## src/inc/adc_record_path_map.vh

```
// constants and register map of the record path processing block
// Operation
// - high-pass enable bit 8 bypasses filter when clear; resets to one.
// - audio mode runs a first-order high-pass near 3.7 Hz.
// - application mode runs second-order high-pass, corner from code bits 6:4.
// - cutoff codes span 82 to 408 Hz; valid only with correct rate code; code gives only three corners (shift 4, 3, 2), rate code unused.
// - two 14-bit notch coefficients split high/low over four registers; enable bit 7.
// - coefficients reach working copy only when bit 8 written high.
// - digital gain code X gives 0.5*(X-255) dB, zero mutes, default all ones.
// - limiter style lowers gain on peaks, restores slowly, never above static level.
// - level style keeps recorded peak level at target by steering preamp gain.
// - gain loop runs only while enable bit 8 is set; default off.
// - target code 0000 is -28.5 dBFS, 1.5 dB steps, default 1011.
// - gain ceiling code 111 is +35.25 dB, 6 dB per code lower.
// - gain floor code 000 is -12 dB, 6 dB per code higher.
// - hold before raising gain doubles per code from 2.67 ms; zero for 0000.
// - level style decay from 3.3 ms per 6 dB, doubling, capped at code 1010.
// - level style attack from 832 us per 6 dB, doubling, capped at code 1010.
// - limiter style steps about 4.5 times faster and ignores hold time.
// - all loop times count samples at the programmed rate.
// - above 87.5% full scale the loop attacks at the fastest rate.
// - noise gate blocks gain rises while input-referred level is below threshold.
// - gate threshold 000 is -39 dBFS, falling 6 dB per code.
// - noise gate acts only while gate enable bit 3 is set.
// - while loop is on it drives preamp gain, not the manual code.
`ifndef ADC_RECORD_PATH_MAP_VH
`define ADC_RECORD_PATH_MAP_VH

`define ADDR_RECORD_FILTER_CONTROL 7'h0E
`define ADDR_RECORD_DIGITAL_VOLUME 7'h0F
`define ADDR_NOTCH_COEF0_HIGH      7'h1B
`define ADDR_NOTCH_COEF0_LOW       7'h1C
`define ADDR_NOTCH_COEF1_HIGH      7'h1D
`define ADDR_NOTCH_COEF1_LOW       7'h1E
`define ADDR_GAIN_LOOP_CONTROL_ONE 7'h20
`define ADDR_GAIN_LOOP_CONTROL_TWO 7'h21
`define ADDR_GAIN_LOOP_CONTROL_THR 7'h22
`define ADDR_NOISE_GATE_CONTROL    7'h23
`define ADDR_PREAMP_GAIN_CONTROL   7'h2D

`define RST_FILTER_CONTROL 9'h100
`define RST_DIGITAL_VOLUME 8'hFF
`define RST_LOOP_ONE       9'h038
`define RST_LOOP_TWO       9'h00B
`define RST_LOOP_THREE     9'h032
`define RST_GATE           4'h0
`define RST_PREAMP         8'h10

`define HPF_ON_BIT   8
`define HPF_APP_BIT  7
`define HPF_CUT_MSB  6
`define HPF_CUT_LSB  4
`define POLARITY_BIT 0
`define NOTCH_ON_BIT 7
`define LATCH_BIT    8
`define COEF_MSB     6
`define LOOP_ON_BIT  8
`define CEIL_MSB     5
`define CEIL_LSB     3
`define FLOOR_MSB    2
`define FLOOR_LSB    0
`define HOLD_MSB     7
`define HOLD_LSB     4
`define TGT_MSB      3
`define TGT_LSB      0
`define STYLE_BIT    8
`define DCY_MSB      7
`define DCY_LSB      4
`define ATK_MSB      3
`define ATK_LSB      0
`define GATE_ON_BIT  3
`define GATE_TH_MSB  2
`define GATE_TH_LSB  0
`define GAIN_MSB     5

// loop step times in ns, converted to eighth-samples at 48 kHz
`define ATK_STEP_NS  104000
`define DCY_STEP_NS  410000
`define LATK_STEP_NS 22700
`define LDCY_STEP_NS 90800
`define HOLD_UNIT_NS 2670000
`define E8(t) (((t) * 384 + 500000) / 1000000)
`define RATE_CODE_CAP 4'hA

// eighth-sample weight of one sample, per rate code
`define INC_R48 5'h08
`define INC_R32 5'h0C
`define INC_R24 5'h10
`define INC_R16 5'h18
`define INC_R12 5'h20
`define INC_R8  5'h30

// levels in 0.75 dB units, full scale 184
`define TGT_BASE    8'h92
`define GATE_BASE   9'h074
`define BOOST_UNITS 9'h01B
`define CLIP_MAG    24'h700000

`define HPF_AUDIO_SHIFT 4'hB
`define HPF_SHIFT_LOW   4'h4
`define HPF_SHIFT_MID   4'h3
`define HPF_SHIFT_HIGH  4'h2

`define FIFO_DEPTH 8
`define SAMPLE_W   24

`endif

```

## src/verilog/sample_fifo.v

```verilog
// sample FIFO with valid/ready on both sides
`timescale 1ns/1ps
`default_nettype none
module sample_fifo #(
    parameter W = 24,
    parameter D = 8,
    parameter A = 3
) (
    input  wire         clk_sys,   // clock
    input  wire         rstn,      // async reset, low
    input  wire [W-1:0] in_data,   // write data
    input  wire         in_valid,  // write request
    output wire         in_ready,  // space free
    output wire [W-1:0] out_data,  // head entry
    output wire         out_valid, // not empty
    input  wire         out_ready  // reader takes head
);
    reg [W-1:0] mem_q [0:D-1];
    reg [A-1:0] wp_q;
    reg [A-1:0] rp_q;
    reg [A:0]   cnt_q;
    wire        push;
    wire        pop;

    assign in_ready  = (cnt_q != D);
    assign out_valid = (cnt_q != 0);
    assign out_data  = mem_q[rp_q];
    assign push      = in_valid && in_ready;
    assign pop       = out_valid && out_ready;

    always @(posedge clk_sys or negedge rstn) begin
        if (!rstn) begin
            wp_q  <= {A{1'b0}};
            rp_q  <= {A{1'b0}};
            cnt_q <= {(A+1){1'b0}};
        end else begin
            if (push)
                wp_q <= (wp_q == D - 1) ? {A{1'b0}} : wp_q + 1'b1;
            if (pop)
                rp_q <= (rp_q == D - 1) ? {A{1'b0}} : rp_q + 1'b1;
            if (push && !pop)
                cnt_q <= cnt_q + 1'b1;
            else if (pop && !push)
                cnt_q <= cnt_q - 1'b1;
        end
    end

    genvar g;
    generate
        for (g = 0; g < D; g = g + 1) begin : slot
            always @(posedge clk_sys or negedge rstn) begin
                if (!rstn)
                    mem_q[g] <= {W{1'b0}};
                else if (push && wp_q == g)
                    mem_q[g] <= in_data;
            end
        end
    endgenerate
endmodule // sample_fifo
`default_nettype wire

```

## src/verilog/adc_record_path_processing.v

```verilog
// record path: high-pass, notch, volume and automatic gain loop
`timescale 1ns/1ps
`default_nettype none
`include "adc_record_path_map.vh"
module adc_record_path_processing (
    input  wire        clk_sys,          // system clock
    input  wire        rstn,             // async reset, low
    input  wire        reg_wr,           // register write strobe
    input  wire [6:0]  reg_addr,         // register address
    input  wire [8:0]  reg_wdata,        // register write data
    output reg  [8:0]  reg_rdata,        // read data of reg_addr
    input  wire [2:0]  sample_rate_code, // programmed rate code
    input  wire        boost_on,         // +20 dB boost stage on
    input  wire [23:0] adc_data,         // decimator sample
    input  wire        adc_valid,        // sample offered
    output wire        adc_ready,        // sample taken
    output wire [23:0] rec_data,         // processed sample
    output wire        rec_valid,        // processed sample ready
    input  wire        rec_ready,        // interface takes sample
    output reg  [5:0]  preamp_gain       // gain code to preamp
);
    localparam integer ATK0  = `E8(`ATK_STEP_NS);
    localparam integer DCY0  = `E8(`DCY_STEP_NS);
    localparam integer LATK0 = `E8(`LATK_STEP_NS);
    localparam integer LDCY0 = `E8(`LDCY_STEP_NS);
    localparam integer HOLD1 = `E8(`HOLD_UNIT_NS);

    reg  [8:0]  filt_q;
    reg  [7:0]  vol_q;
    reg  [6:0]  c0h_q;
    reg  [6:0]  c0l_q;
    reg  [6:0]  c1h_q;
    reg  [6:0]  c1l_q;
    reg         notch_on_q;
    reg  [13:0] coef0_q;
    reg  [13:0] coef1_q;
    reg  [8:0]  lc1_q;
    reg  [8:0]  lc2_q;
    reg  [8:0]  lc3_q;
    reg  [3:0]  gate_q;
    reg  [7:0]  pga_q;

    // register writes
    wire wr_filt = reg_wr && reg_addr == `ADDR_RECORD_FILTER_CONTROL;
    wire wr_vol  = reg_wr && reg_addr == `ADDR_RECORD_DIGITAL_VOLUME;
    wire wr_c0h  = reg_wr && reg_addr == `ADDR_NOTCH_COEF0_HIGH;
    wire wr_c0l  = reg_wr && reg_addr == `ADDR_NOTCH_COEF0_LOW;
    wire wr_c1h  = reg_wr && reg_addr == `ADDR_NOTCH_COEF1_HIGH;
    wire wr_c1l  = reg_wr && reg_addr == `ADDR_NOTCH_COEF1_LOW;
    wire wr_lc1  = reg_wr && reg_addr == `ADDR_GAIN_LOOP_CONTROL_ONE;
    wire wr_lc2  = reg_wr && reg_addr == `ADDR_GAIN_LOOP_CONTROL_TWO;
    wire wr_lc3  = reg_wr && reg_addr == `ADDR_GAIN_LOOP_CONTROL_THR;
    wire wr_gate = reg_wr && reg_addr == `ADDR_NOISE_GATE_CONTROL;
    wire wr_pga  = reg_wr && reg_addr == `ADDR_PREAMP_GAIN_CONTROL;

    wire [6:0] c0h_d = wr_c0h ? reg_wdata[`COEF_MSB:0] : c0h_q;
    wire [6:0] c0l_d = wr_c0l ? reg_wdata[`COEF_MSB:0] : c0l_q;
    wire [6:0] c1h_d = wr_c1h ? reg_wdata[`COEF_MSB:0] : c1h_q;
    wire [6:0] c1l_d = wr_c1l ? reg_wdata[`COEF_MSB:0] : c1l_q;
    wire notch_latch_strobe = reg_wdata[`LATCH_BIT] &&
                              (wr_c0h || wr_c0l || wr_c1h || wr_c1l);

    always @(posedge clk_sys or negedge rstn) begin
        if (!rstn) begin
            filt_q     <= `RST_FILTER_CONTROL;
            vol_q      <= `RST_DIGITAL_VOLUME;
            c0h_q      <= 7'h00;
            c0l_q      <= 7'h00;
            c1h_q      <= 7'h00;
            c1l_q      <= 7'h00;
            notch_on_q <= 1'b0;
            coef0_q    <= 14'h0000;
            coef1_q    <= 14'h0000;
            lc1_q      <= `RST_LOOP_ONE;
            lc2_q      <= `RST_LOOP_TWO;
            lc3_q      <= `RST_LOOP_THREE;
            gate_q     <= `RST_GATE;
            pga_q      <= `RST_PREAMP;
        end else begin
            if (wr_filt)
                filt_q <= reg_wdata;
            if (wr_vol)
                vol_q <= reg_wdata[7:0];
            c0h_q <= c0h_d;
            c0l_q <= c0l_d;
            c1h_q <= c1h_d;
            c1l_q <= c1l_d;
            if (wr_c0h)
                notch_on_q <= reg_wdata[`NOTCH_ON_BIT];
            if (notch_latch_strobe) begin
                coef0_q <= {c0h_d, c0l_d};
                coef1_q <= {c1h_d, c1l_d};
            end
            if (wr_lc1)
                lc1_q <= reg_wdata;
            if (wr_lc2)
                lc2_q <= reg_wdata;
            if (wr_lc3)
                lc3_q <= reg_wdata;
            if (wr_gate)
                gate_q <= reg_wdata[3:0];
            if (wr_pga)
                pga_q <= reg_wdata[7:0];
        end
    end

    // readback; the latch strobe bit always reads zero
    reg [8:0] rd_mux;
    always @* begin
        case (reg_addr)
            `ADDR_RECORD_FILTER_CONTROL: rd_mux = filt_q;
            `ADDR_RECORD_DIGITAL_VOLUME: rd_mux = {1'b0, vol_q};
            `ADDR_NOTCH_COEF0_HIGH:      rd_mux = {1'b0, notch_on_q, c0h_q};
            `ADDR_NOTCH_COEF0_LOW:       rd_mux = {2'b00, c0l_q};
            `ADDR_NOTCH_COEF1_HIGH:      rd_mux = {2'b00, c1h_q};
            `ADDR_NOTCH_COEF1_LOW:       rd_mux = {2'b00, c1l_q};
            `ADDR_GAIN_LOOP_CONTROL_ONE: rd_mux = lc1_q;
            `ADDR_GAIN_LOOP_CONTROL_TWO: rd_mux = lc2_q;
            `ADDR_GAIN_LOOP_CONTROL_THR: rd_mux = lc3_q;
            `ADDR_NOISE_GATE_CONTROL:    rd_mux = {5'h00, gate_q};
            `ADDR_PREAMP_GAIN_CONTROL:   rd_mux = {1'b0, pga_q};
            default:                     rd_mux = 9'h000;
        endcase
    end

    always @(posedge clk_sys or negedge rstn) begin
        if (!rstn)
            reg_rdata <= 9'h000;
        else
            reg_rdata <= rd_mux;
    end

    // fields
    wire       hp_filter_on         = filt_q[`HPF_ON_BIT];
    wire       hp_filter_app_select = filt_q[`HPF_APP_BIT];
    wire [2:0] hp_cutoff_code       = filt_q[`HPF_CUT_MSB:`HPF_CUT_LSB];
    wire       record_polarity      = filt_q[`POLARITY_BIT];
    wire       level_ctl_on         = lc1_q[`LOOP_ON_BIT];
    wire [2:0] gain_ceiling         = lc1_q[`CEIL_MSB:`CEIL_LSB];
    wire [2:0] gain_floor           = lc1_q[`FLOOR_MSB:`FLOOR_LSB];
    wire [3:0] ramp_up_delay        = lc2_q[`HOLD_MSB:`HOLD_LSB];
    wire [3:0] level_target         = lc2_q[`TGT_MSB:`TGT_LSB];
    wire       level_ctl_style      = lc3_q[`STYLE_BIT];
    wire [3:0] ramp_up_rate         = lc3_q[`DCY_MSB:`DCY_LSB];
    wire [3:0] ramp_down_rate       = lc3_q[`ATK_MSB:`ATK_LSB];
    wire       gate_on              = gate_q[`GATE_ON_BIT];
    wire [2:0] gate_threshold       = gate_q[`GATE_TH_MSB:`GATE_TH_LSB];
    wire [5:0] preamp_gain_code     = pga_q[`GAIN_MSB:0];

    function [23:0] sat;
        input signed [39:0] v;
        begin
            if (v > 40'sh00007FFFFF)
                sat = 24'h7FFFFF;
            else if (v < -40'sh0000800000)
                sat = 24'h800000;
            else
                sat = v[23:0];
        end
    endfunction

    // log2 level, 3 fraction bits: 0.75 dB units
    function [7:0] lg;
        input [23:0] m;
        integer i;
        begin
            lg = 8'h00;
            for (i = 3; i < 24; i = i + 1)
                if (m[i])
                    lg = {i[4:0], m[i-1 -: 3]};
        end
    endfunction

    // 2^(-r/12) in 1.15 format, one half-dB step per r
    function [15:0] mant;
        input [3:0] r;
        begin
            case (r)
                4'h0:    mant = 16'h8000;
                4'h1:    mant = 16'h78D1;
                4'h2:    mant = 16'h7209;
                4'h3:    mant = 16'h6BA2;
                4'h4:    mant = 16'h6598;
                4'h5:    mant = 16'h5FE4;
                4'h6:    mant = 16'h5A82;
                4'h7:    mant = 16'h556E;
                4'h8:    mant = 16'h50A3;
                4'h9:    mant = 16'h4C1C;
                4'hA:    mant = 16'h47D6;
                default: mant = 16'h43CE;
            endcase
        end
    endfunction

    wire take = adc_valid && adc_ready;
    wire signed [39:0] x_ext = {{16{adc_data[23]}}, adc_data};
    wire [23:0] x0 = record_polarity ? sat(-x_ext) : adc_data;

    // high-pass: leaky dc trackers
    reg  signed [31:0] dc1_q;
    reg  signed [31:0] dc2_q;
    reg  [3:0] app_shift;
    always @* begin
        case (hp_cutoff_code)
            3'h0, 3'h1:       app_shift = `HPF_SHIFT_LOW;
            3'h2, 3'h3, 3'h4: app_shift = `HPF_SHIFT_MID;
            default:          app_shift = `HPF_SHIFT_HIGH;
        endcase
    end
    wire [3:0] hk = hp_filter_app_select ? app_shift : `HPF_AUDIO_SHIFT;
    wire signed [39:0] e1 = {{8{x0[23]}}, x0, 8'h00} -
                            {{8{dc1_q[31]}}, dc1_q};
    wire [23:0] y1 = sat(e1 >>> 8);
    wire signed [39:0] e2 = {{8{y1[23]}}, y1, 8'h00} -
                            {{8{dc2_q[31]}}, dc2_q};
    wire [23:0] y2 = sat(e2 >>> 8);
    wire signed [39:0] s1 = e1 >>> hk;
    wire signed [39:0] s2 = e2 >>> hk;
    wire [23:0] hp_out = !hp_filter_on ? x0 :
                         hp_filter_app_select ? y2 : y1;

    // notch: half of input plus allpass
    reg  signed [23:0] nx1_q;
    reg  signed [23:0] nx2_q;
    reg  signed [23:0] ny1_q;
    reg  signed [23:0] ny2_q;
    wire signed [13:0] c0s = coef0_q;
    wire signed [13:0] c1s = coef1_q;
    wire signed [24:0] d1 = {ny1_q[23], ny1_q} - {nx1_q[23], nx1_q};
    wire signed [24:0] d0 = {ny2_q[23], ny2_q} - {hp_out[23], hp_out};
    wire signed [38:0] p1 = c1s * d1;
    wire signed [38:0] p0 = c0s * d0;
    wire signed [39:0] q1 = {p1[38], p1};
    wire signed [39:0] q0 = {p0[38], p0};
    wire signed [39:0] ap_sum = {{16{nx2_q[23]}}, nx2_q} +
                                (q1 >>> 12) + (q0 >>> 13);
    wire [23:0] ap = sat(ap_sum);
    wire [24:0] nsum = {hp_out[23], hp_out} + {ap[23], ap};
    wire [23:0] nt_out = notch_on_q ? nsum[24:1] : hp_out;

    wire [7:0]  att   = 8'hFF - vol_q;
    wire [7:0]  att_q = att / 8'h0C;
    wire [7:0]  att_r = att % 8'h0C;
    wire [15:0] mv    = mant(att_r[3:0]);
    wire signed [40:0] vp = $signed(nt_out) * $signed({1'b0, mv});
    wire signed [40:0] vs = vp >>> ({1'b0, att_q[4:0]} + 6'h0F);
    wire [23:0] vol_out = (vol_q == 8'h00) ? 24'h000000 : vs[23:0];

    always @(posedge clk_sys or negedge rstn) begin
        if (!rstn) begin
            dc1_q <= 32'sh00000000;
            dc2_q <= 32'sh00000000;
            nx1_q <= 24'sh000000;
            nx2_q <= 24'sh000000;
            ny1_q <= 24'sh000000;
            ny2_q <= 24'sh000000;
        end else if (take) begin
            dc1_q <= dc1_q + s1[31:0];
            dc2_q <= dc2_q + s2[31:0];
            nx1_q <= hp_out;
            nx2_q <= nx1_q;
            ny1_q <= ap;
            ny2_q <= ny1_q;
        end
    end

    sample_fifo #(
        .W (`SAMPLE_W),
        .D (`FIFO_DEPTH),
        .A (3)
    ) out_fifo (
        .clk_sys   (clk_sys),
        .rstn      (rstn),
        .in_data   (vol_out),
        .in_valid  (adc_valid),
        .in_ready  (adc_ready),
        .out_data  (rec_data),
        .out_valid (rec_valid),
        .out_ready (rec_ready)
    );

    // automatic gain loop
    reg  [7:0]  peak_q;
    reg  [25:0] acc_q;
    reg         down_q;
    reg         hold_done_q;
    reg  [4:0]  inc;
    always @* begin
        case (sample_rate_code)
            3'h1:    inc = `INC_R32;
            3'h2:    inc = `INC_R24;
            3'h3:    inc = `INC_R16;
            3'h4:    inc = `INC_R12;
            3'h5:    inc = `INC_R8;
            default: inc = `INC_R48;
        endcase
    end

    wire [23:0] mag = x0[23] ? (~x0 + 24'h000001) : x0;
    wire [7:0]  lvl = lg(mag);
    wire [7:0]  pk  = (lvl > peak_q) ? lvl : peak_q;
    wire clip = mag >= `CLIP_MAG;
    wire [7:0] tgt = `TGT_BASE + {3'h0, level_target, 1'b0};
    wire dir_down = clip || (pk > tgt);
    wire [8:0] gthr = `GATE_BASE - {3'h0, gate_threshold, 3'h0} +
                      {3'h0, preamp_gain} +
                      (boost_on ? `BOOST_UNITS : 9'h000);
    wire gated = gate_on && ({1'b0, pk} < gthr);

    wire [5:0] ceil = {gain_ceiling, 3'h7};
    wire [5:0] flr  = {gain_floor, 3'h0};
    wire [5:0] stat_lim = (preamp_gain_code < ceil) ? preamp_gain_code
                                                    : ceil;
    wire up_ok = level_ctl_style ? (preamp_gain < stat_lim)
                                 : (preamp_gain < ceil);

    wire [3:0] atk_c = (ramp_down_rate > `RATE_CODE_CAP) ?
                       `RATE_CODE_CAP : ramp_down_rate;
    wire [3:0] dcy_c = (ramp_up_rate > `RATE_CODE_CAP) ?
                       `RATE_CODE_CAP : ramp_up_rate;
    wire [25:0] atk_b = level_ctl_style ? LATK0[25:0] : ATK0[25:0];
    wire [25:0] dcy_b = level_ctl_style ? LDCY0[25:0] : DCY0[25:0];
    wire [25:0] down_per = clip ? atk_b : (atk_b << atk_c);
    wire [25:0] up_per   = dcy_b << dcy_c;
    wire [25:0] hold_per = HOLD1[25:0] << (ramp_up_delay - 4'h1);
    wire in_hold = !level_ctl_style && !dir_down && !hold_done_q &&
                   (ramp_up_delay != 4'h0);
    wire [25:0] per = dir_down ? down_per : in_hold ? hold_per : up_per;
    wire [25:0] acc_base = (dir_down != down_q) ? 26'h0000000 : acc_q;
    wire [25:0] acc_sum  = acc_base + {21'h000000, inc};
    wire step = acc_sum >= per;

    reg [5:0] gain_nx;
    always @* begin
        gain_nx = preamp_gain;
        if (dir_down) begin
            if (step && preamp_gain > flr)
                gain_nx = preamp_gain - 6'h01;
        end else if (!in_hold && step && !gated && up_ok) begin
            gain_nx = preamp_gain + 6'h01;
        end
        if (gain_nx < flr)
            gain_nx = flr;
        if (gain_nx > ceil)
            gain_nx = ceil;
    end

    always @(posedge clk_sys or negedge rstn) begin
        if (!rstn) begin
            preamp_gain <= 6'h10;
            peak_q      <= 8'h00;
            acc_q       <= 26'h0000000;
            down_q      <= 1'b0;
            hold_done_q <= 1'b0;
        end else if (!level_ctl_on) begin
            preamp_gain <= preamp_gain_code;
            peak_q      <= 8'h00;
            acc_q       <= 26'h0000000;
            down_q      <= 1'b0;
            hold_done_q <= 1'b0;
        end else if (take) begin
            preamp_gain <= gain_nx;
            down_q      <= dir_down;
            acc_q       <= step ? 26'h0000000 : acc_sum;
            peak_q      <= (step && pk != 8'h00) ? pk - 8'h01 : pk;
            if (dir_down)
                hold_done_q <= 1'b0;
            else if (in_hold && step)
                hold_done_q <= 1'b1;
        end
    end
endmodule // adc_record_path_processing
`default_nettype wire

```

## config.mk

```make
export PLATFORM = sky130hd
export DESIGN_NAME = adc_record_path_processing
export DESIGN_NICKNAME = d
export VERILOG_FILES = /design/src/verilog/sample_fifo.v /design/src/verilog/adc_record_path_processing.v
export VERILOG_INCLUDE_DIRS = /design/src /design/src/inc
export SDC_FILE = /design/constraint.sdc
export NUM_CORES = 2
export LEC_CHECK = 0
export BUFFER_PORTS_ARGS = -buffer_cell sky130_fd_sc_hd__buf_4
export CAP_MARGIN = 40
export CORE_ASPECT_RATIO = 0.7
export CORE_MARGIN = 2
export CORE_UTILIZATION = 45
export CTS_BUF_LIST = sky130_fd_sc_hd__clkbuf_4 sky130_fd_sc_hd__clkbuf_8 sky130_fd_sc_hd__clkbuf_16
export DETAILED_ROUTE_END_ITERATION = 10
export PLACE_DENSITY = 0.68
export SLEW_MARGIN = 10
export SYNTH_ARGS = -nofsm -noshare
export SYNTH_HDL_FRONTEND = slang
export SYNTH_SLANG_ARGS = --single-unit
```

## constraint.sdc

```tcl
create_clock -name clk_sys -period 28.1 [get_ports clk_sys]
set_clock_uncertainty 0.05 [all_clocks]
set_input_delay 4.215 -clock clk_sys [delete_from_list [all_inputs] [get_ports clk_sys]]
set_output_delay 4.215 -clock clk_sys [all_outputs]
set_load 0.01 [all_outputs]
```

# --- After elaboration in Yosys (flattened, before gate mapping) ---
# Memory sizes are Yosys's and may differ from the RTL's.
# Cells that the tools add are included.
classes:
  mul: 3
  n_addsub: 26
  n_reduce_logical: 56
  n_eq_ne: 32
  magnitude_cmp: 22
  n_shift: 6
  bitwise: 2
  mux: 81
  div_mod_pow: 2
ops:
  columns: ["operator", "count"]
  rows:
  - ["$mux W24", 16]
  - ["$mux W8", 25]
  - ["$mux W26", 7]
  - ["$pmux W9 S11", 1]
  - ["$mul A14 B25 Y39", 2]
  - ["$bmux W24 S3", 1]
  - ["$sshr A33 B4 Y32", 2]
  - ["$sub A32 B32 Y33", 2]
  - ["$add A32 B32 Y32", 2]
  - ["$mux W6", 9]
  - ["$gt A25 B24 Y1 const B", 2]
  - ["$lt A25 B24 Y1 const B", 2]
  - ["$sub A24 B24 Y25", 2]
  - ["$mul A24 B17 Y41", 1]
  - ["$sshr A41 B6 Y24", 1]
  - ["$gt A40 B24 Y1 const B", 1]
  - ["$lt A40 B24 Y1 const B", 1]
  - ["$neg A24 Y40", 1]
  - ["$eq A7 B6 Y1 const B", 5]
  - ["$logic_and A1 B1 Y1", 34]
  - ["$add A30 B28 Y31", 1]
  - ["$gt A31 B24 Y1 const B", 1]
  - ["$lt A31 B24 Y1 const B", 1]
  - ["$add A24 B29 Y30", 1]
  - ["other kinds (56)", 109]
totals:
  word_cells: 268
  n_memories: 1
  inputBits: 49
  rom_bits: 256
  output_inout_bits: 41
  reg_bits: 526
mem_list:
  columns: ["memory", "words", "width", "rd", "rd_ports_with_merged_regs", "write_ports", "line_no", "rtl"]
  rows:
  - ["(no name shown)", 16, 16, 1, 0, 0, "adc_record_path_processing.v:178", "case (r)"]

# --- Longest topological paths before layout ---
logic_depth:
  word_depth: 51
  mapped_depth: 150

# --- Hierarchy ---
# A second synthesis with hierarchy kept.
hier_totals:
  cells_unflattened: 9477
  hier_area_um2: 82415.3
modules_own_cells:
  columns: ["mod", "area_per_inst_um2", "instances", "cells_per_inst", "seq_area_each_um2"]
  rows:
  - ["adc_record_path_processing", 73133.9, 1, 8916, 8132.8]
  - ["sample_fifo", 9281.4, 1, 561, 5054.8]

# --- Least setup slack after synthesis ---
# Ideal clock, no wire load.
synth_path:
  path_type: "input to register"
  startpoint: "input port adc_data[8]"
  endpoint: "register out_fifo.mem_q[101] in the netlist's numbering"
  slack_ps: -6384
  path_buffers: 7
  path_stages: 138
  arrival_ps: 34368
  path_cell_list: "buf_6 or4_4 buf_6 or4_4 nand3_1 and2_1 buf_2 clkinv_1 ha_1 a21o_1 a2111oi_0 nand3b_1 o311ai_0 a211o_1 and4_1 nor2_1 nand2_1 o21ai_0 (+102 left out) a21o_1 a21o_1 a21o_1 a221o_1 a21oi_1 o21ai_0 a21oi_1 a2111oi_0 or3b_2 xor2_1 mux2i_1 or3_1 o221a_2 mux2_2 o21ai_0 nand2_1 a21oi_1 mux2_2"
synth_via:
  elab_chain_cells: 26
synth_lines:
  columns: ["item", "line_no", "rtl"]
  rows:
  - ["start: declaration", "adc_record_path_processing.v:14", "input wire [23:0] adc_data,"]
  - ["$neg A24 Y40", "adc_record_path_processing.v:197", "wire [23:0] x0 = record_polarity ? sat(-x_ext) : adc_data;"]
  - ["$lt A40 B24 Y1", "adc_record_path_processing.v:155", "else if (v < -40'sh0000800000)"]
  - ["$mux W24", "adc_record_path_processing.v:155", null]
  - ["$mux W24", "adc_record_path_processing.v:153", "if (v > 40'sh00007FFFFF)"]
  - ["$mux W24 *", "adc_record_path_processing.v:197", null]
  - ["$sub A32 B32 Y33", "adc_record_path_processing.v:211", "wire signed [39:0] e1 = {{8{x0[23]}}, x0, 8'h00} -"]
  - ["$lt A25 B24 Y1", "adc_record_path_processing.v:155", null]
  - ["$mux W24", "adc_record_path_processing.v:155", null]
  - ["(+7 left out)", null, null]
  - ["net hp_out[0]", "adc_record_path_processing.v:219", "wire [23:0] hp_out = !hp_filter_on ? x0 :"]
  - ["(+3 left out)", null, null]
  - ["$lt A31 B24 Y1", "adc_record_path_processing.v:155", null]
  - ["$mux W24", "adc_record_path_processing.v:155", null]
  - ["$mux W24", "adc_record_path_processing.v:153", null]
  - ["$add A24 B24 Y25", "adc_record_path_processing.v:238", "wire [24:0] nsum = {hp_out[23], hp_out} + {ap[23], ap};"]
  - ["$mux W24 *", "adc_record_path_processing.v:239", "wire [23:0] nt_out = notch_on_q ? nsum[24:1] : hp_out;"]
  - ["$mul A24 B17 Y41 *", "adc_record_path_processing.v:245", "wire signed [40:0] vp = $signed(nt_out) * $signed({1'b0, mv});"]
  - ["$sshr A41 B6 Y24 *", "adc_record_path_processing.v:246", "wire signed [40:0] vs = vp >>> ({1'b0, att_q[4:0]} + 6'h0F);"]
  - ["$mux W24 *", "adc_record_path_processing.v:247", "wire [23:0] vol_out = (vol_q == 8'h00) ? 24'h000000 : vs[23:0];"]
  - ["end signal: indexed assignment", "sample_fifo.v:53", "mem_q[g] <= {W{1'b0}};"]
  - ["end signal: indexed assignment", "sample_fifo.v:55", "mem_q[g] <= in_data;"]
  - ["end: declaration", "sample_fifo.v:18", "reg [W-1:0] mem_q [0:D-1];"]
# Mark *: on every way through the listed nets, which the timed path passes. The rest lies on a longest branch.
# A chain may end at the register's enable or synchronous reset.

# --- Worst setup path in the final report ---
layout_path:
  startpoint: "input port adc_data[8]"
  endpoint: "register out_fifo.mem_q[125] in the netlist's numbering"
layout_via:
  elab_chain_cells: 26
layout_lines:
  columns: ["item", "line_no"]
  rows:
  - ["$neg A24 Y40", "adc_record_path_processing.v:197"]
  - ["$lt A40 B24 Y1", "adc_record_path_processing.v:155"]
  - ["$mux W24", "adc_record_path_processing.v:155"]
  - ["$mux W24", "adc_record_path_processing.v:153"]
  - ["$mux W24 *", "adc_record_path_processing.v:197"]
  - ["$sub A32 B32 Y33", "adc_record_path_processing.v:211"]
  - ["$lt A25 B24 Y1", "adc_record_path_processing.v:155"]
  - ["$mux W24", "adc_record_path_processing.v:155"]
  - ["(+10 left out)", null]
  - ["$lt A31 B24 Y1", "adc_record_path_processing.v:155"]
  - ["$mux W24", "adc_record_path_processing.v:155"]
  - ["$mux W24", "adc_record_path_processing.v:153"]
  - ["$add A24 B24 Y25", "adc_record_path_processing.v:238"]
  - ["$mux W24 *", "adc_record_path_processing.v:239"]
  - ["$mul A24 B17 Y41 *", "adc_record_path_processing.v:245"]
  - ["$sshr A41 B6 Y24 *", "adc_record_path_processing.v:246"]
  - ["$mux W24 *", "adc_record_path_processing.v:247"]
# Mark *: on every way between the ends. The rest lies on a longest branch, timed or not.

==> PnR_summary.wiki <==
{| class="wikitable"
! Metric !! Value
|-
| Number of synthesized register bits || 526
|-
| Non-filler instance count after layout || 13.0k
|-
| Proportion of synthesized chip area in sequential cells || 0.161
|-
| CTS buffer count || 59
|-
| Chip width || 514 um
|-
| Aggregate global-route resource usage || 0.279
|-
| Sort of element at the start of the critical path || input pin
|-
| Worst Setup Path Type || input pin to flip-flop
|-
| Final HPWL DP || 209 mm
|-
| Final Max Tran Viols || 0
|-
| Critical path fanouts, max || 8
|-
| Number of warning messages in the yosys log || 0
|-
| Post-CTS clock slew at the launch and capture registers of the worst setup and hold paths || 0.06 ns
|-
| Run status || finished with violations
|-
| Count of final hold-check violations || 0
|-
| Aggregate global routing overflow || 0
|-
| Unique masters post-synth || 113
|-
| Violations in the final reports || setup timing
|-
| Portion of the clock cycle consumed by the worst path in the final layout || 1.15
|-
| Post-synth net total || 11.3k
|-
| Antenna violations before repair || 10
|-
| Proportion of layout cells with a drive suffix above 1 || 0.221
|-
| Cell occurring most often along the worst timing path || o21ai_2
|-
| Max-slew headroom at the worst pin || 0.375
|-
| Post-synthesis to final-layout area growth || 21.4%
|-
| Detailed Routing Iterations Pass 1 || 6
|-
| Mapped cell area || 82100 um^2
|-
| Number of vias in the routed layout || 73.0k
|-
| Aggregate negative setup slack || -754.80 ns
|-
| Endpoint class of the critical path || flip-flop
|-
| Master of the slowest instance on the critical path || or4_4
|-
| Path class of the lowest-slack min-delay path || flip-flop to flip-flop
|-
| Via count of the first global-routing pass || 74.0k
|-
| Data required time of the critical path || 28.65 ns
|-
| Unrepaired setup endpoints after global routing || true
|-
| Cells after synthesis || 9604
|-
| Maximum number of buffers from clock root to sink || 3
|-
| Number of cells in the design after placement || 12.8k
|-
| Core Rows || 131
|-
| TritonCTS clock tree || yes
|-
| Arrival time worst endpoint || 32.74 ns
|-
| Count of boundary I/O pins || 90
|-
| Maximum number of pins on one net before global-route repair || 98
|-
| Overall die height || 361 um
|-
| Starting Density || 0.452
|-
| Count of input and output buffers || 89
|-
| DP Area || 94400 um^2
|-
| Number of hold buffers added after cts || 0
|-
| Minimum setup slack among reg-to-reg paths || -0.35 ns
|-
| Post-route standard cell area excluding fillers || 99600 um^2
|-
| Post-route minimum period || 32.19 ns
|-
| Clock Sinks || 526
|-
| CP max stage delay || 0.61 ns
|-
| First-iteration detailed-routing DRC count || 6814
|-
| Net count of the finished layout || 12.3k
|-
| Highest achievable clock rate || 31.1 MHz
|-
| Worst-margin pin slew || 0.937 ns
|-
| Clk_lat worst skew || 0.70 ns
|-
| Routability Congestion || 1.01
|-
| Post-route DRC violation count || 0
|-
| Number of H-tree levels || 2
|-
| Die area || 186000 um^2
|-
| Wire length of the first global-routing pass || 414 mm
|-
| Via density || 5.60
|-
| Mean post-synth cell area || 8.54 um^2
|-
| Fraction of synthesis flops using an asynchronous set or reset pin || 1.00
|-
| Std-Cell Core Area || 182000 um^2
|-
| DRT antenna net count || 0
|-
| Routed length per instance || 20.1 um
|-
| Dominant synthesized flop cell || dfrtp_1
|-
| Detailed Route WL || 262 mm
|-
| Setup ws final || -4.09 ns
|-
| Clock tree root driver cell || clkbuf_16
|-
| Number of flops mapped to enable cells by yosys || 0
|-
| Maximum Capacitance Violations || 0
|-
| # setup viols final || 192
|}
## cells in the final DEF, fill, tap and decap left out, drive strengths merged, types with 21 or more instances in the layout
cell,synthesis,final
a21boi,34,34
a21o,131,131
mux4,55,55
dfrtp,506,506
o211ai,88,88
or2,32,32
o311ai,21,21
mux2,215,215
nor4,29,29
a31oi,51,51
nor3,109,109
ha,595,595
a21oi,371,371
nand3,138,138
nor2,579,579
o21ai,648,649
nand2b,93,93
xor2,132,132
and2,320,320
buf,45,1385
o22ai,23,23
and3,59,59
clkbuf,412,82
mux2i,79,79
or3,52,52
o31ai,45,45
nor2b,90,90
a22oi,23,23
a211oi,61,61
inv,1440,1446
xnor2,236,236
o21bai,42,42
nand4,39,39
fa,1068,1068
nand2,1392,1392
o21a,52,52
## area by class of cell
cell class / count / area (um^2)
fillers: 16300 / 82000
multi-input cells: 7180 / 64700
flip-flops and latches: 526 / 13200
repair buffers: 1385 / 11200
inverters: 1442 / 5430
well taps: 2394 / 3000
clock buffers: 82 / 1720
clock inverters: 26 / 373
diodes: 8 / 20.0
## routing by layer
layer	wire length, um	vias to the layer above	track usage
met5	13	-	0
met4	6890	2	0.0708
met3	25000	380	0.0570
met2	112000	2994	0.419
met1	118000	36300	0.410
li1	-	33300	-
## worst paths after layout
check	cells past startpoint	end	from
min in group asynchronous	1	dc1_q[16]$_DFFE_PN0P_	rstn
worst max-delay path	137	out_fifo.mem_q[125]$_DFFE_PN0P_	adc_data[8]
worst max register to register	135	out_fifo.mem_q[125]$_DFFE_PN0P_	filt_q[0]$_DFFE_PN0P_
max in group asynchronous	7	ny1_q[22]$_DFFE_PN0P_	rstn
worst min-delay path	2	out_fifo.mem_q[4]$_DFFE_PN0P_	out_fifo.mem_q[4]$_DFFE_PN0P_
worst min register to register	2	out_fifo.mem_q[4]$_DFFE_PN0P_	out_fifo.mem_q[4]$_DFFE_PN0P_
## Yosys cell counts (27+ instances only)
master    count  share of area
and2_1      319          0.024
a21oi_1     367          0.022
o21bai_1     42         0.0038
a21boi_0     34         0.0031
nor2_1      579          0.026
o21ai_1      27         0.0016
and3_1       59         0.0045
ha_1        595          0.091
mux2_2      214          0.029
buf_1        30         0.0014
nand2b_1     93         0.0071
xor2_1      130          0.014
or2_2        32         0.0024
nor3_1      107         0.0065
a31oi_1      50         0.0038
nand4_1      38         0.0029
nor2b_1      90         0.0069
fa_1       1068           0.26
o21a_1       52         0.0048
inv_1      1435          0.066
a21o_1      131          0.012
mux2i_1      79         0.0096
o21ai_0     621          0.038
dfrtp_1     506           0.15
xnor2_1     231          0.025
clkbuf_1    412          0.019
a211oi_1     57         0.0052
mux4_2       55          0.015
o31ai_1      44         0.0040
nand2_1    1391          0.064
or3_1        52         0.0040
o211ai_1     87         0.0080
nand3_1     136         0.0083
## metrics by stage
stage               setup WS, ns  utilization  hold WS (ns)
detailed placement         -5.85        0.520         0.411
CTS                        -3.78        0.542         0.426
floorplan                  -3.28            -         0.393
finish                     -4.09        0.549         0.424
global placement           -5.54        0.516         0.405
global route               -5.16        0.549         0.441
## flip-flops by register name, indices dropped and copies added, names as in the netlist, 9 cells and up
signal,cells
acc_q,26
nx2_q,24
c0s,14
nx1_q,24
lc1_q,9
reg_rdata,9
dc1_q,32
lc3_q,9
filt_q,9
c1s,14
lc2_q,9
dc2_q,32
out_fifo.mem_q,192
ny2_q,24
ny1_q,24
## critical path: cells and delay by family
family                     cells  cell delay [ns]
buffers and inverters         16             1.63
adders and majority gates     20             8.26
muxes                          4             0.91
xor gates and xnor gates       4             0.80
AOI/OAI and AO/OA             68            11.90
and+or+nand+nor               25             4.93
## cell families after synthesis
logic type	count (synthesis)	share of synthesized area
flip-flops	526	0.161
multiplexers	349	0.0543
AO/OA/AOI/OAI	1792	0.138
adder cells (fa/ha/maj)	1665	0.352
buffers and inverters	1899	0.0875
XOR/XNOR	368	0.0399
other	1	0.0000457
AND/OR/NAND/NOR	3004	0.168
## repair_timing
item                       in CTS  in global routing
cloned                          1                  1
buffers inserted               95                 41
setup endpoints to repair     192                192
pin swaps                     219                101
resized for setup             326                198
Power is not shown: default switching activity piles up to over one toggle a cycle in this logic, so the estimate is an artifact.
